[config.mk]
export PLATFORM = sky130hd
export DESIGN_NAME = wdg_top
export DESIGN_NICKNAME = d
export VERILOG_FILES = /design/src/hw/wdg_pkg.sv /design/src/hw/wdg_divider.sv /design/src/hw/wdg_bincnt.sv /design/src/hw/wdg_top.sv
export SDC_FILE = /design/constraint.sdc
export NUM_CORES = 1
export LEC_CHECK = 0
export ABC_AREA = 1
export BUFFER_PORTS_ARGS = -buffer_cell sky130_fd_sc_hd__buf_4
export CAP_MARGIN = 20
export CORE_UTILIZATION = 47
export CTS_CLUSTER_DIAMETER = 120
export DETAILED_ROUTE_END_ITERATION = 8
export GPL_TIMING_DRIVEN = 0
export HOLD_SLACK_MARGIN = 0.15
export PLACE_DENSITY_LB_ADDON = 0.1
export SYNTH_ARGS = -nofsm -noshare
export SYNTH_HDL_FRONTEND = slang
export SYNTH_HIERARCHICAL = 1
export SYNTH_SLANG_ARGS = --single-unit
[constraint.sdc]
create_clock -name MCLK -period 2.5 [get_ports MCLK]
set_clock_uncertainty 0.2 [all_clocks]
set_input_delay 0.25 -clock MCLK [delete_from_list [all_inputs] [get_ports MCLK]]
set_output_delay 0.25 -clock MCLK [all_outputs]
set_load 0.03 [all_outputs]
[src/hw/wdg_pkg.sv]
// constants and types shared by the watchdog malfunction detector
package wdg_pkg;

    // ************************************************************
    // clock and timing
    // ************************************************************
    localparam int CLK_PERIOD_NS = 100;
    // longest watchdog reset, in high-frequency clock periods (MCLK is fc)
    localparam int RST_PULSE_FC_PERIODS = 24;
    localparam int RST_TIME_NS = RST_PULSE_FC_PERIODS * CLK_PERIOD_NS;
    // longest time rounds down to whole cycles
    localparam int RST_CYCLES = RST_TIME_NS / CLK_PERIOD_NS;
    localparam int RST_CNT_W = 5;

    // ************************************************************
    // divider taps: a tap fires once per quarter of the detection time
    // ************************************************************
    localparam int DIV_W = 23;
    localparam int TAP_SEL_W = 5;
    // 2^25 fc cycles / 4 stages -> all ones in bits [22:0]
    localparam int FC_TAP_TOP = 22;
    // 2^17 fs ticks / 4 stages -> all ones in bits [14:0]
    localparam int FS_TAP_TOP = 14;

    // ************************************************************
    // register indices and byte addresses
    // ************************************************************
    localparam logic [7:0] IDX_CTRL_ONE = 8'h34;
    localparam logic [7:0] IDX_CTRL_CODE = 8'h35;
    localparam logic [7:0] IDX_STATUS = 8'h30;
    localparam logic [11:0] ADDR_CTRL_ONE = {2'h0, IDX_CTRL_ONE, 2'h0};
    localparam logic [11:0] ADDR_CTRL_CODE = {2'h0, IDX_CTRL_CODE, 2'h0};
    localparam logic [11:0] ADDR_STATUS = {2'h0, IDX_STATUS, 2'h0};

    // ************************************************************
    // control register one fields and reset value
    // ************************************************************
    localparam int F_OUT_SEL = 0;
    localparam int F_TIME_LO = 1;
    localparam int F_TIME_HI = 2;
    localparam int F_ENABLE = 3;
    localparam int F_TRAP_ACT = 4;
    localparam int F_RAM_TRAP = 5;
    localparam logic [7:0] CTRL_ONE_RST = 8'h39;

    // ************************************************************
    // control codes
    // ************************************************************
    localparam logic [7:0] CODE_CLEAR = 8'h4e;
    localparam logic [7:0] CODE_DISABLE = 8'hb1;
    localparam logic [7:0] CODE_TRAP_AREA = 8'hd2;

    // ************************************************************
    // states
    // ************************************************************
    typedef enum logic [1:0] {
        WDG_RUN = 2'b01,
        WDG_PULSE = 2'b10
    } wdg_state_t;

endpackage

[src/hw/wdg_divider.sv]
// free-running internal divider with a selectable tap pulse
`timescale 1ns/1ns
`default_nettype none
module wdg_divider
    import wdg_pkg::*;
(
    input wire logic clk,
    input wire logic rst_n,
    input wire logic step,
    input wire logic [TAP_SEL_W-1:0] tap_sel,
    output logic tap_pulse
);

    logic [DIV_W-1:0] cnt_r;
    logic [DIV_W-1:0] ones;

    // ************************************************************
    // carry chain: ones[i] says bits [i:0] are all set
    // ************************************************************
    genvar i;
    generate
        for (i = 0; i < DIV_W; i++) begin : g_ones
            if (i == 0) begin : g_lsb
                assign ones[i] = cnt_r[0];
            end else begin : g_up
                assign ones[i] = ones[i-1] & cnt_r[i];
            end
        end
    endgenerate

    // never cleared by software, so the first stage may be partly spent
    always_ff @(posedge clk or negedge rst_n) begin
        if (!rst_n) begin
            cnt_r <= '0;
        end else if (step) begin
            cnt_r <= cnt_r + 1'b1;
        end
    end

    // tap fires as the selected low part rolls over
    assign tap_pulse = step & ones[tap_sel];

endmodule
`default_nettype wire

[src/hw/wdg_bincnt.sv]
// two-stage binary counter clocked by the divider tap
`timescale 1ns/1ns
`default_nettype none
module wdg_bincnt
    import wdg_pkg::*;
(
    input wire logic clk,
    input wire logic rst_n,
    input wire logic clr,
    input wire logic step,
    output logic [1:0] count,
    output logic wrap
);

    logic [1:0] count_r;

    // clear beats a step arriving in the same cycle
    always_ff @(posedge clk or negedge rst_n) begin
        if (!rst_n) begin
            count_r <= 2'h0;
        end else if (clr) begin
            count_r <= 2'h0;
        end else if (step) begin
            count_r <= count_r + 2'h1;
        end
    end

    assign count = count_r;
    // wrap from three to zero is the overflow
    assign wrap = step & ~clr & (count_r == 2'h3);

endmodule
`default_nettype wire

[src/hw/wdg_top.sv]
// watchdog malfunction detector with apb register access
`timescale 1ns/1ns
`default_nettype none
module wdg_top
    import wdg_pkg::*;
#(
    parameter int FC_TAP_BASE = FC_TAP_TOP,
    parameter int FS_TAP_BASE = FS_TAP_TOP
) (
    input wire logic MCLK,
    input wire logic RST_N,
    input wire logic PSEL,
    input wire logic PENABLE,
    input wire logic PWRITE,
    input wire logic [11:0] PADDR,
    input wire logic [31:0] PWDATA,
    output logic [31:0] PRDATA,
    output logic PREADY,
    output logic PSLVERR,
    input wire logic LF_TICK,
    input wire logic SLOW_MODE,
    input wire logic SLOW1_MODE,
    input wire logic DIVIDER_CLOCK_SOURCE_BIT,
    input wire logic HOLD_COUNT,
    output logic GUARD_OVERFLOW_INTERRUPT,
    output logic GUARD_RESET_REQ,
    output logic HF_OSC_RESTART,
    output logic RAM_TRAP_SELECT,
    output logic TRAP_ACTION_SELECT
);

    // ************************************************************
    // declarations
    // ************************************************************
    logic access;
    logic hit;
    logic wr_one;
    logic wr_code;
    logic code_clear;
    logic code_disable;
    logic code_trap;
    logic out_sel_r;
    logic [1:0] det_time_r;
    logic en_req_r;
    logic enabled_r;
    logic trap_act_r;
    logic ram_trap_stage_r;
    logic ram_trap_r;
    logic [31:0] prdata_r;
    wdg_state_t state_r;
    logic [RST_CNT_W-1:0] rst_cnt_r;
    logic rst_req_r;
    logic osc_restart_r;
    logic nmi_r;
    logic src_low;
    logic div_step;
    logic [TAP_SEL_W-1:0] tap_base;
    logic [TAP_SEL_W-1:0] tap_sel;
    logic tap_pulse;
    logic cnt_clr;
    logic cnt_step;
    logic [1:0] count;
    logic wrap;
    logic overflow;

    // ************************************************************
    // apb decode
    // ************************************************************
    // zero wait states: every access completes in its first access cycle
    assign access = PSEL & PENABLE;
    assign hit = (PADDR == ADDR_CTRL_ONE) | (PADDR == ADDR_CTRL_CODE) |
                 (PADDR == ADDR_STATUS);
    assign wr_one = access & PWRITE & (PADDR == ADDR_CTRL_ONE);
    assign wr_code = access & PWRITE & (PADDR == ADDR_CTRL_CODE);
    assign code_clear = wr_code & (PWDATA[7:0] == CODE_CLEAR);
    assign code_disable = wr_code & (PWDATA[7:0] == CODE_DISABLE);
    assign code_trap = wr_code & (PWDATA[7:0] == CODE_TRAP_AREA);
    assign PREADY = 1'b1;
    assign PSLVERR = access & ~hit;

    // read data: control registers read as zero, status shows live state
    // write-only read
    always_ff @(posedge MCLK or negedge RST_N) begin
        if (!RST_N) begin
            prdata_r <= 32'h0;
        end else if (PSEL & ~PENABLE & ~PWRITE & (PADDR == ADDR_STATUS)) begin
            prdata_r <= {27'h0, rst_req_r, count, enabled_r, out_sel_r};
        end else if (PSEL & ~PENABLE) begin
            prdata_r <= 32'h0;
        end
    end
    assign PRDATA = prdata_r;

    // ************************************************************
    // control register one
    // ************************************************************
    // output select only moves toward interrupt
    // write once
    always_ff @(posedge MCLK or negedge RST_N) begin
        if (!RST_N) begin
            out_sel_r <= CTRL_ONE_RST[F_OUT_SEL];
        end else if (wr_one) begin
            out_sel_r <= out_sel_r & PWDATA[F_OUT_SEL];
        end
    end

    // detection time, trap action and staged ram trap bit
    always_ff @(posedge MCLK or negedge RST_N) begin
        if (!RST_N) begin
            det_time_r <= CTRL_ONE_RST[F_TIME_HI:F_TIME_LO];
            trap_act_r <= CTRL_ONE_RST[F_TRAP_ACT];
            ram_trap_stage_r <= CTRL_ONE_RST[F_RAM_TRAP];
            en_req_r <= CTRL_ONE_RST[F_ENABLE];
        end else if (wr_one) begin
            det_time_r <= PWDATA[F_TIME_HI:F_TIME_LO];
            trap_act_r <= PWDATA[F_TRAP_ACT];
            ram_trap_stage_r <= PWDATA[F_RAM_TRAP];
            en_req_r <= PWDATA[F_ENABLE];
        end
    end

    // zero in the enable bit alone does not stop the watchdog
    // enable on one
    always_ff @(posedge MCLK or negedge RST_N) begin
        if (!RST_N) begin
            enabled_r <= CTRL_ONE_RST[F_ENABLE];
        end else if (wr_one & PWDATA[F_ENABLE]) begin
            enabled_r <= 1'b1;
        end else if (code_disable & ~en_req_r) begin
            enabled_r <= 1'b0;
        end
    end

    // staged trap area selection is applied only by its code
    // trap arm
    always_ff @(posedge MCLK or negedge RST_N) begin
        if (!RST_N) begin
            ram_trap_r <= CTRL_ONE_RST[F_RAM_TRAP];
        end else if (code_trap) begin
            ram_trap_r <= ram_trap_stage_r;
        end
    end
    assign RAM_TRAP_SELECT = ram_trap_r;
    assign TRAP_ACTION_SELECT = trap_act_r;

    // ************************************************************
    // divider and binary counter
    // ************************************************************
    // tap select
    assign src_low = SLOW_MODE | DIVIDER_CLOCK_SOURCE_BIT;
    assign tap_base = src_low ? TAP_SEL_W'(FS_TAP_BASE) : TAP_SEL_W'(FC_TAP_BASE);
    assign tap_sel = tap_base - {2'h0, det_time_r, 1'b0};
    assign div_step = ~HOLD_COUNT & (src_low ? LF_TICK : 1'b1);

    wdg_divider u_div (
        .clk(MCLK),
        .rst_n(RST_N),
        .step(div_step),
        .tap_sel(tap_sel),
        .tap_pulse(tap_pulse)
    );

    assign cnt_clr = code_clear | ~enabled_r | (state_r != WDG_RUN);
    assign cnt_step = tap_pulse & enabled_r;

    wdg_bincnt u_cnt (
        .clk(MCLK),
        .rst_n(RST_N),
        .clr(cnt_clr),
        .step(cnt_step),
        .count(count),
        .wrap(wrap)
    );

    assign overflow = wrap & (state_r == WDG_RUN);

    // ************************************************************
    // overflow actions
    // ************************************************************
    // interrupt is a one-cycle pulse, never gated by any mask
    // interrupt select
    always_ff @(posedge MCLK or negedge RST_N) begin
        if (!RST_N) begin
            nmi_r <= 1'b0;
        end else begin
            nmi_r <= overflow & ~out_sel_r;
        end
    end
    assign GUARD_OVERFLOW_INTERRUPT = nmi_r;

    // reset pulse sequencer; counter stays cleared while it runs
    // reset select
    always_ff @(posedge MCLK or negedge RST_N) begin
        if (!RST_N) begin
            state_r <= WDG_RUN;
            rst_cnt_r <= '0;
            rst_req_r <= 1'b0;
        end else begin
            case (state_r)
                WDG_RUN: begin
                    if (overflow & out_sel_r) begin
                        state_r <= WDG_PULSE;
                        rst_cnt_r <= '0;
                        rst_req_r <= 1'b1;
                    end
                end
                WDG_PULSE: begin
                    if (rst_cnt_r == RST_CNT_W'(RST_CYCLES - 1)) begin
                        state_r <= WDG_RUN;
                        rst_req_r <= 1'b0;
                    end else begin
                        rst_cnt_r <= rst_cnt_r + 1'b1;
                    end
                end
                default: begin
                    state_r <= WDG_RUN;
                    rst_req_r <= 1'b0;
                end
            endcase
        end
    end
    assign GUARD_RESET_REQ = rst_req_r;

    // slow1 stops fc, so the reset must restart it to be timed in fc
    // oscillator restart
    always_ff @(posedge MCLK or negedge RST_N) begin
        if (!RST_N) begin
            osc_restart_r <= 1'b0;
        end else if (state_r == WDG_RUN) begin
            osc_restart_r <= overflow & out_sel_r & SLOW1_MODE;
        end else if (rst_cnt_r == RST_CNT_W'(RST_CYCLES - 1)) begin
            osc_restart_r <= 1'b0;
        end
    end
    assign HF_OSC_RESTART = osc_restart_r;
endmodule
`default_nettype wire

==> flow_summary.json, run 1 <==
{
  "status": "finished, final reports clean",
  "worstPathRequired_ns": 2.50,
  "rrSetupSlack_ns": 0.13,
  "grt-ovfl-total": 0,
  "rows": 29,
  "first_pass_iters": 4,
  "synthArstFlopShare": 1.00,
  "die_x_um": 82.9,
  "area_growth_syn_to_layout_pct": 29.0,
  "path_clk_slew_ns": 0.09,
  "cts_inserted_buffers": 5,
  "swShare": 0.305,
  "grt_use_total": 0.188,
  "cts.path.max_buffers": 2,
  "yosysUniqueCellTypes": 34,
  "n_fill_cell": 580,
  "yosysTopAreaCell": "dfrtp_1",
  "finalPower_mw": 1.74,
  "hold_class": "primary input to flip-flop",
  "drc": 0,
  "h-tree-depth": 2,
  "rr_startpoint": "u_div/cnt_r[0]",
  "initial_utilization": 0.485,
  "drtAntennaViolNets": 0,
  "cp-end-kind": "flip-flop",
  "fmax_mhz": 423,
  "holdWs_ns": 0.162,
  "syn_area_mm2": 0.00308,
  "slowest_delay_ns": 0.37,
  "yosysWarnings": 6,
  "via_per_inst": 4.48,
  "final_cell_mix": "nand2_1 (103), buf_4 (80), inv_1 (55), dfrtp_1 (40), conb_1 (36)",
  "routedWlPerCell_um": 10.8,
  "num_vias": 2641,
  "drv_cap": 0,
  "drtIter0Drc": 118,
  "vdd_drop_max_mv": 0.350,
  "hold_viol": 0,
  "final_nets": 570,
  "dieArea_mm2": 0.00687,
  "tightest_slew_ns": 0.599,
  "placed_cells": 556,
  "cts_tree": "done",
  "finalCriticalPeriod_ns": 2.37,
  "clkSinkCount": 47,
  "ys_ff_latch": 47,
  "crit_family": "simple AND/OR/NAND/NOR gates",
  "r2r-end": "rst_cnt_r[2]",
  "final_common_cell": "nand2_1",
  "drv_slew": 0,
  "drt-total-wl_mm": 6.34,
  "antenna_found_initial": 0,
  "cts_root_buffer": "clkbuf_8",
  "critical_path.slowest_cell": "dfrtp_1",
  "slew_headroom": 0.601,
  "holdCritStartpoint": "PENABLE",
  "crit_type": "flip-flop to flip-flop",
  "die_y_um": 82.9,
  "cp_num_buf_inv": 3,
  "p_per_area_mw_per_mm2": 438,
  "dominantRegCellSynth": "dfrtp_1",
  "seq_area_frac_synth": 0.385,
  "layout_setup_ws_ns": 0.134,
  "cp-endpoint": "rst_cnt_r[2]",
  "synth_edf_count": 0,
  "switching_power_mw": 0.532,
  "fin_cells": 590,
  "crit_path_start": "u_div/cnt_r[0]",
  "reg2regPathDepth": 18,
  "synthCells": 405,
  "io_pins": 93,
  "synthTopCellsByArea": "dfrtp_1 (33%), nand2_1 (13%), buf_4 (7.1%)",
  "setup_viol": 0,
  "cp.depth": 18,
  "crit_chain": "ha_2, ha_4, inv_2, nor2_4, nand2_1, nor2_1, nand2_1, nand3_1, nand2_1, a21oi_2, nand2_1, inv_2, and3_4, nand3_4, nand2_4, inv_4, a21oi_4, nor2_2",
  "fin_crit_sh": 0.946,
  "gp_congestion": 0.819,
  "avgSynthCellArea_um2": 7.60,
  "diodes": 0,
  "drive_gt1_frac": 0.290,
  "hpwlAfterDp_mm": 4.49,
  "insertion_delay_ns": 0.30,
  "path_max_fanout": 4,
  "grt_start_max_net_pins": 48,
  "port-buffer-count": 40,
  "cp.arrival_ns": 2.36,
  "grt_pass1_vias": 2436,
  "p_leak_nw": 2.14,
  "rsz0062_at_grt": "true",
  "grt_pass1_wl_mm": 10.6,
  "p_int_mw": 1.21,
  "coreArea_mm2": 0.00635,
  "cp_common_cell": "nand2_1",
  "clockPowerShare": 0.278,
  "preCtsSetupSlack_ns": -0.187,
  "p_comb_frac": 0.226,
  "yosysTopAreaCellShare": 0.325,
  "p_seq_frac": 0.496,
  "cp-start-kind": "flip-flop"
}
==> how the worst min path moves through the flow <==
stage                                    end  cells past startpoint  slack (ns)
finish                              en_req_r                      5        0.16
global placement              u_div/cnt_r[3]                      1         0.1
CTS                            det_time_r[1]                      5        0.16
floorplan           GUARD_OVERFLOW_INTERRUPT                      0       -0.25
global route                   det_time_r[1]                      5        0.19
detailed placement            u_div/cnt_r[3]                      1        0.10
==> power groups by stage <==
| stage | Combinational (mW) | Sequential, mW | Clock [mW] |
|---|---|---|---|
| floorplan | 0.220 | 0.872 | 0 |
| global placement | 0.294 | 0.885 | 0 |
| detailed placement | 0.296 | 0.885 | 0 |
| CTS | 0.362 | 0.858 | 0.494 |
| global route | 0.436 | 0.869 | 0.524 |
| finish | 0.394 | 0.863 | 0.484 |
==> logic make-up (layout without fill, tap and decap cells) <==
family / Yosys count / in the layout / share of synthesized area
DFF: 47 / 47 / 0.385
buffers and inverters: 94 / 168 / 0.151
and+or+nand+nor: 219 / 219 / 0.356
AOI/OAI and AO/OA: 21 / 21 / 0.0378
adders and majority gates: 4 / 4 / 0.0163
other: 2 / 36 / 0.00244
xor gates and xnor gates: 18 / 18 / 0.0512
==> worst reg2reg max path, cell delays in order (launching register included) <==
cell     delay [ns]
dfrtp_1        0.37
ha_2           0.21
ha_4           0.14
inv_2          0.05
nor2_4         0.08
nand2_1        0.07
nor2_1         0.09
nand2_1        0.06
nand3_1        0.06
nand2_1        0.06
a21oi_2        0.14
nand2_1        0.08
inv_2          0.08
and3_4         0.20
nand3_4        0.09
nand2_4        0.09
inv_4          0.05
a21oi_4        0.10
nor2_2         0.04
==> final cells by class <==
cell class                      instances  area (µm²)  share of cell area
Tap cell                               77        96.3              0.0243
Clock buffer                            7        86.3              0.0217
Timing Repair Buffer                   66         533               0.134
Buffer                                 30         223              0.0561
Multi-Input combinational cell        298        1600               0.402
Inverter                               64         244              0.0615
Clock inverter                          1        5.00             0.00126
Sequential cell                        47        1180               0.298
==> per-stage QoR <==
stage	instance area [µm²]	setup TNS [ns]	utilization
finish	3970	0	0.625
global route	3970	-0.0677	0.625
CTS	3870	0	0.610
detailed placement	3600	-0.530	0.567
global placement	3600	-0.440	0.567
floorplan	3200	0	-
==> registers in the layout, summed over array words and instances, names as in the netlist <==
name                      count
en_req_r                      1
det_time_r                    2
HF_OSC_RESTART                1
enabled_r                     1
PRDATA                        5
ram_trap_stage_r              1
u_cnt/count                   2
state_r                       2
rst_cnt_r                     5
RAM_TRAP_SELECT               1
GUARD_OVERFLOW_INTERRUPT      1
out_sel_r                     1
u_div/cnt_r                  23
TRAP_ACTION_SELECT            1
==> cell usage after synthesis (4+ instances only) <==
cell type and count:
nor2_2 11, nor3_1 4, dfrtp_1 40, nor2_1 37
xnor2_1 5, inv_2 6, buf_4 29, o21ai_1 7
nand2_2 6, o21ai_0 8, nor2_4 6, nand4_1 5
nand3_1 29, nand3_2 4, ha_1 4, dfstp_2 7
inv_1 57, xor2_1 13, nand2_1 103
==> layer usage <==
layer	GRT usage	share of wire	vias up
li1	-	-	1394
met1	0.246	0.47	1182
met2	0.315	0.48	56
met3	0.0338	0.036	9
met4	0.0596	0.016	0
met5	0	0	-
==> timing repair <==
action,4_1_cts,5_1_grt
setup endpoints to repair,7,5
buffers inserted,3,8
pin swaps,1,10
hold buffers,15,0
hold endpoints to repair,60,0
gates resized for setup,4,9
Note: power is estimated with default switching activity, not from simulation.
==> run 2, diff against run 1 <==
--- a/config.mk
+++ b/config.mk
@@ -13,7 +13,7 @@
 export DETAILED_ROUTE_END_ITERATION = 8
 export GPL_TIMING_DRIVEN = 0
 export HOLD_SLACK_MARGIN = 0.15
-export PLACE_DENSITY_LB_ADDON = 0.1
+export PLACE_DENSITY = 0.76
 export SYNTH_ARGS = -nofsm -noshare
 export SYNTH_HDL_FRONTEND = slang
 export SYNTH_HIERARCHICAL = 1
==> flow_summary.json, run 2 (synthesis results as in run 1) <==
{
  "fin_crit_sh": 0.936,
  "die_x_um": 82.9,
  "drv_slew": 0,
  "largest_register_ffs": 23,
  "dieArea_mm2": 0.00687,
  "preCtsSetupSlack_ns": -0.149,
  "drive_gt1_frac": 0.285,
  "drtIter0Drc": 102,
  "diodes": 0,
  "fin_util": 0.614,
  "first_pass_iters": 4,
  "io_pins": 93,
  "tightest_slew_ns": 0.590,
  "crit_type": "flip-flop to flip-flop",
  "path_clk_slew_ns": 0.09,
  "gp_congestion": 0.904,
  "design_area_mm2": 0.00390,
  "rows": 29,
  "cp.arrival_ns": 2.33,
  "vdd_drop_max_mv": 0.306,
  "p_leak_nw": 2.10,
  "crit_chain": "ha_4, ha_4, inv_2, nor2_4, nand2_1, nor2_1, nand2_1, nand3_2, nand2_2, a21oi_2, nand2_1, inv_2, and3_4, nand3_4, nand2_4, inv_4, a21oi_2, nor2_2",
  "drtAntennaViolNets": 0,
  "slowest_delay_ns": 0.41,
  "final_nets": 562,
  "h-tree-depth": 2,
  "p_per_area_mw_per_mm2": 439,
  "port-buffer-count": 40,
  "area_growth_syn_to_layout_pct": 26.7,
  "coreArea_mm2": 0.00635,
  "hpwlAfterDp_mm": 4.59,
  "finalCriticalPeriod_ns": 2.34,
  "fmax_mhz": 427,
  "cp_num_buf_inv": 3,
  "cts_inserted_buffers": 5,
  "grt-ovfl-total": 0,
  "via_per_inst": 4.58,
  "layout_setup_ws_ns": 0.160,
  "worstPathRequired_ns": 2.49,
  "initial_utilization": 0.485,
  "hold_viol": 0,
  "grt_pass1_wl_mm": 10.6,
  "clkSinkCount": 47,
  "critical_path.slowest_cell": "dfrtp_1",
  "hold_class": "primary input to flip-flop",
  "setup_tns_ns": 0,
  "status": "finished, final reports clean",
  "regMostFlops": "u_div/cnt_r",
  "setup_viol": 0,
  "grt_use_total": 0.187,
  "place_area_mm2": 0.00360,
  "slew_headroom": 0.606,
  "antenna_found_initial": 0,
  "grt_pass1_vias": 2573,
  "routedWlPerCell_um": 10.4,
  "crit_family": "simple AND/OR/NAND/NOR gates",
  "drc": 0,
  "n_fill_cell": 558,
  "die_y_um": 82.9,
  "insertion_delay_ns": 0.29,
  "path_max_fanout": 4,
  "final_common_cell": "nand2_1",
  "cts.path.max_buffers": 2,
  "num_vias": 2668,
  "final_cell_mix": "nand2_1 (102), buf_4 (75), inv_1 (55), dfrtp_1 (40)",
  "cp-start-kind": "flip-flop",
  "cp-end-kind": "flip-flop",
  "cp_common_cell": "nand2_1",
  "grt_start_max_net_pins": 48,
  "drt-total-wl_mm": 6.08,
  "drv_cap": 0,
  "cts_root_buffer": "clkbuf_8",
  "cts_tree": "done"
}
-- run 2: cell types whose count changed in the layout (fill, tap and decap cells not counted), sizes merged --
| cell | change |
|---|---|
| clkinvlp | +1 |
| clkbuf | -1 |
| buf | -5 |
| dlygate4sd3 | -3 |
-- run 2: routing by layer --
metal / part of all wire / GRT usage / wire length (µm)
met1: 0.44 / 0.227 / 2690
met2: 0.51 / 0.335 / 3100
met3: 0.042 / 0.0417 / 254
met4: 0.0063 / 0.0439 / 38
met5: 0 / 0 / 0
-- run 2: power by group --
group	switching (mW)	internal, mW
sequential	0.0659	0.806
combinational	0.213	0.180
clock	0.250	0.196
-- run 2: what timing repair did --
item	in CTS	in global routing
pin swaps	0	8
hold buffers	11	1
resized for setup	3	9
gates cloned	0	0
endpoints found under the setup margin	6	6
setup buffers	2	4
hold endpoints to repair	55	1
-- run 2: worst min-delay path, cell delays in order --
cell and delay [ns]:
buf_4 0.09, nand2_1 0.13, nand2_1 0.09, o21ai_1 0.05
-- run 2: area by class of cell --
type / instances / area [µm²] / area share
timing repair buffer: 58 / 465 / 0.119
tap: 77 / 96.3 / 0.0247
multi-input combinational: 298 / 1600 / 0.410
sequential: 47 / 1180 / 0.304
inverter: 64 / 244 / 0.0626
clock buffer: 6 / 72.6 / 0.0186
buffer: 30 / 223 / 0.0571
clock inverter: 2 / 12.5 / 0.00321
-- run 2: worst paths after layout --
path	slack, ns	end	cells past startpoint	startpoint
setup / recovery	0.16	rst_cnt_r[2]	18	u_div/cnt_r[1]
hold / removal	0.15	PRDATA[4]	4	PSEL
setup reg to reg	0.16	rst_cnt_r[2]	18	u_div/cnt_r[1]
hold reg to reg	0.27	TRAP_ACTION_SELECT	2	TRAP_ACTION_SELECT
max in group asynchronous	1.41	u_div/cnt_r[2]	2	RST_N
min in group asynchronous	0.31	u_div/cnt_r[12]	2	RST_N
-- run 2: through the flow --
stage,power [mW],hold WS [ns],instances
CTS,1.68,0.154,577
finish,1.71,0.153,582
global route,1.81,0.176,582
detailed placement,1.19,0.107,556
global placement,1.17,0.0975,556
floorplan,1.09,-0.246,439
==> run 3, diff against run 2 <==
--- a/config.mk
+++ b/config.mk
@@ -8,12 +8,12 @@
 export ABC_AREA = 1
 export BUFFER_PORTS_ARGS = -buffer_cell sky130_fd_sc_hd__buf_4
 export CAP_MARGIN = 20
-export CORE_UTILIZATION = 47
+export CORE_UTILIZATION = 45
 export CTS_CLUSTER_DIAMETER = 120
 export DETAILED_ROUTE_END_ITERATION = 8
 export GPL_TIMING_DRIVEN = 0
 export HOLD_SLACK_MARGIN = 0.15
-export PLACE_DENSITY = 0.76
+export PLACE_DENSITY = 0.73
 export SYNTH_ARGS = -nofsm -noshare
 export SYNTH_HDL_FRONTEND = slang
 export SYNTH_HIERARCHICAL = 1
==> flow_summary.json, run 3 (synthesis results as in run 1) <==
{
  "path_max_fanout": 4,
  "drtIter0Drc": 114,
  "cp-end-kind": "flip-flop",
  "drv_slew": 0,
  "drc": 0,
  "p_per_area_mw_per_mm2": 452,
  "worstPathRequired_ns": 2.50,
  "routedWlPerCell_um": 10.7,
  "hold_viol": 0,
  "crit_chain": "ha_4, ha_4, inv_1, nor2_2, nand2_1, nor2_1, nand2_1, nand3_1, nand2_1, a21oi_2, nand2_1, inv_2, and3_4, nand3_4, nand2_4, inv_2, a21oi_2, nor2_2",
  "placed_cells": 556,
  "setup_tns_ns": 0,
  "r2r-end": "rst_cnt_r[2]",
  "holdPathStages": 5,
  "hold_class": "primary input to flip-flop",
  "grt_start_max_net_pins": 48,
  "cts_tree": "done",
  "via_per_inst": 4.57,
  "diodes": 0,
  "die_x_um": 84.7,
  "initial_utilization": 0.476,
  "largest_register_ffs": 23,
  "gp_congestion": 0.828,
  "crit_family": "simple AND/OR/NAND/NOR gates",
  "final_common_cell": "nand2_1",
  "setup_viol": 0,
  "fin_util": 0.609,
  "final_nets": 565,
  "cts.path.max_buffers": 2,
  "cp_num_buf_inv": 3,
  "drive_gt1_frac": 0.281,
  "num_vias": 2672,
  "path_clk_slew_ns": 0.09,
  "vdd_drop_max_mv": 0.258,
  "preCtsSetupSlack_ns": -0.201,
  "finalCriticalPeriod_ns": 2.37,
  "reg2regPathDepth": 18,
  "rr_startpoint": "u_div/cnt_r[1]",
  "first_pass_iters": 6,
  "antenna_found_initial": 0,
  "area_growth_syn_to_layout_pct": 27.9,
  "drv_cap": 0,
  "hold_end": "det_time_r[1]",
  "port-buffer-count": 40,
  "finalPower_mw": 1.78,
  "grt_use_total": 0.187,
  "grt_pass1_vias": 2567,
  "status": "finished, final reports clean",
  "slowest_delay_ns": 0.40,
  "cp.arrival_ns": 2.37,
  "regMostFlops": "u_div/cnt_r",
  "rows": 29,
  "cts_inserted_buffers": 5,
  "place_area_mm2": 0.00360,
  "critical_path.slowest_cell": "dfrtp_1",
  "insertion_delay_ns": 0.30,
  "die_y_um": 84.7,
  "holdCritStartpoint": "PENABLE",
  "design_area_mm2": 0.00393,
  "cts_root_buffer": "clkbuf_8",
  "crit_type": "flip-flop to flip-flop",
  "fin_crit_sh": 0.948,
  "drtAntennaViolNets": 0,
  "slew_headroom": 0.601,
  "layout_setup_ws_ns": 0.129,
  "hpwlAfterDp_mm": 4.67,
  "final_cell_mix": "nand2_1 (103), buf_4 (75), inv_1 (56), dfrtp_1 (39)",
  "io_pins": 93,
  "cp-start-kind": "flip-flop",
  "drt-total-wl_mm": 6.27,
  "grt_pass1_wl_mm": 10.9,
  "holdWs_ns": 0.161,
  "rsz0062_at_grt": "false",
  "cp_common_cell": "nand2_1",
  "fin_cells": 585,
  "fmax_mhz": 422,
  "grt-ovfl-total": 0,
  "p_leak_nw": 2.11,
  "clkSinkCount": 47,
  "rrSetupSlack_ns": 0.13,
  "coreArea_mm2": 0.00646,
  "h-tree-depth": 2,
  "tightest_slew_ns": 0.598,
  "dieArea_mm2": 0.00717
}
==> run 3: power by group <==
group          internal (mW)  switching, mW
sequential             0.808         0.0621
combinational          0.189          0.212
clock                  0.252          0.256
==> run 3: final cells by class <==
class | count | area, µm²
fillers | 581 | 2520
multi-input cells | 298 | 1590
flip-flops and latches | 47 | 1190
repair buffers | 61 | 495
inverters | 64 | 241
plain buffers | 30 | 223
clock buffers | 7 | 96.3
well taps | 77 | 96.3
clock inverters | 1 | 7.51
==> run 3: worst max-delay path by stage <==
stage                   startpoint  slack (ns)            to  cells past startpoint
detailed placement  u_div/cnt_r[0]       -0.20  rst_cnt_r[2]                     18
CTS                 u_div/cnt_r[0]        0.01  rst_cnt_r[2]                     18
finish              u_div/cnt_r[1]        0.13  rst_cnt_r[2]                     18
global route        u_div/cnt_r[1]        0.02  rst_cnt_r[2]                     18
global placement    u_div/cnt_r[0]       -0.12  rst_cnt_r[2]                     18
floorplan           u_div/cnt_r[0]         0.1  rst_cnt_r[2]                     18
==> run 3: layer usage <==
layer	up-vias	routed length [µm]	global-route usage
li1	1382	-	-
met1	1223	2830	0.228
met2	56	3150	0.339
met3	11	192	0.0324
met4	0	96	0.0570
met5	-	0	0
==> run 3: worst min-delay path, cell delays in order <==
cell and delay (ns):
buf_4 0.12, nand3_2 0.09, nor2_4 0.06, nand3_1 0.06
nand2_1 0.05
==> run 3: what timing repair did <==
action,CTS,global route
setup endpoints to repair,7,5
pin swaps,0,6
setup buffers,2,4
gates resized for setup,5,4
hold buffers,15,0
hold endpoints to repair,63,0
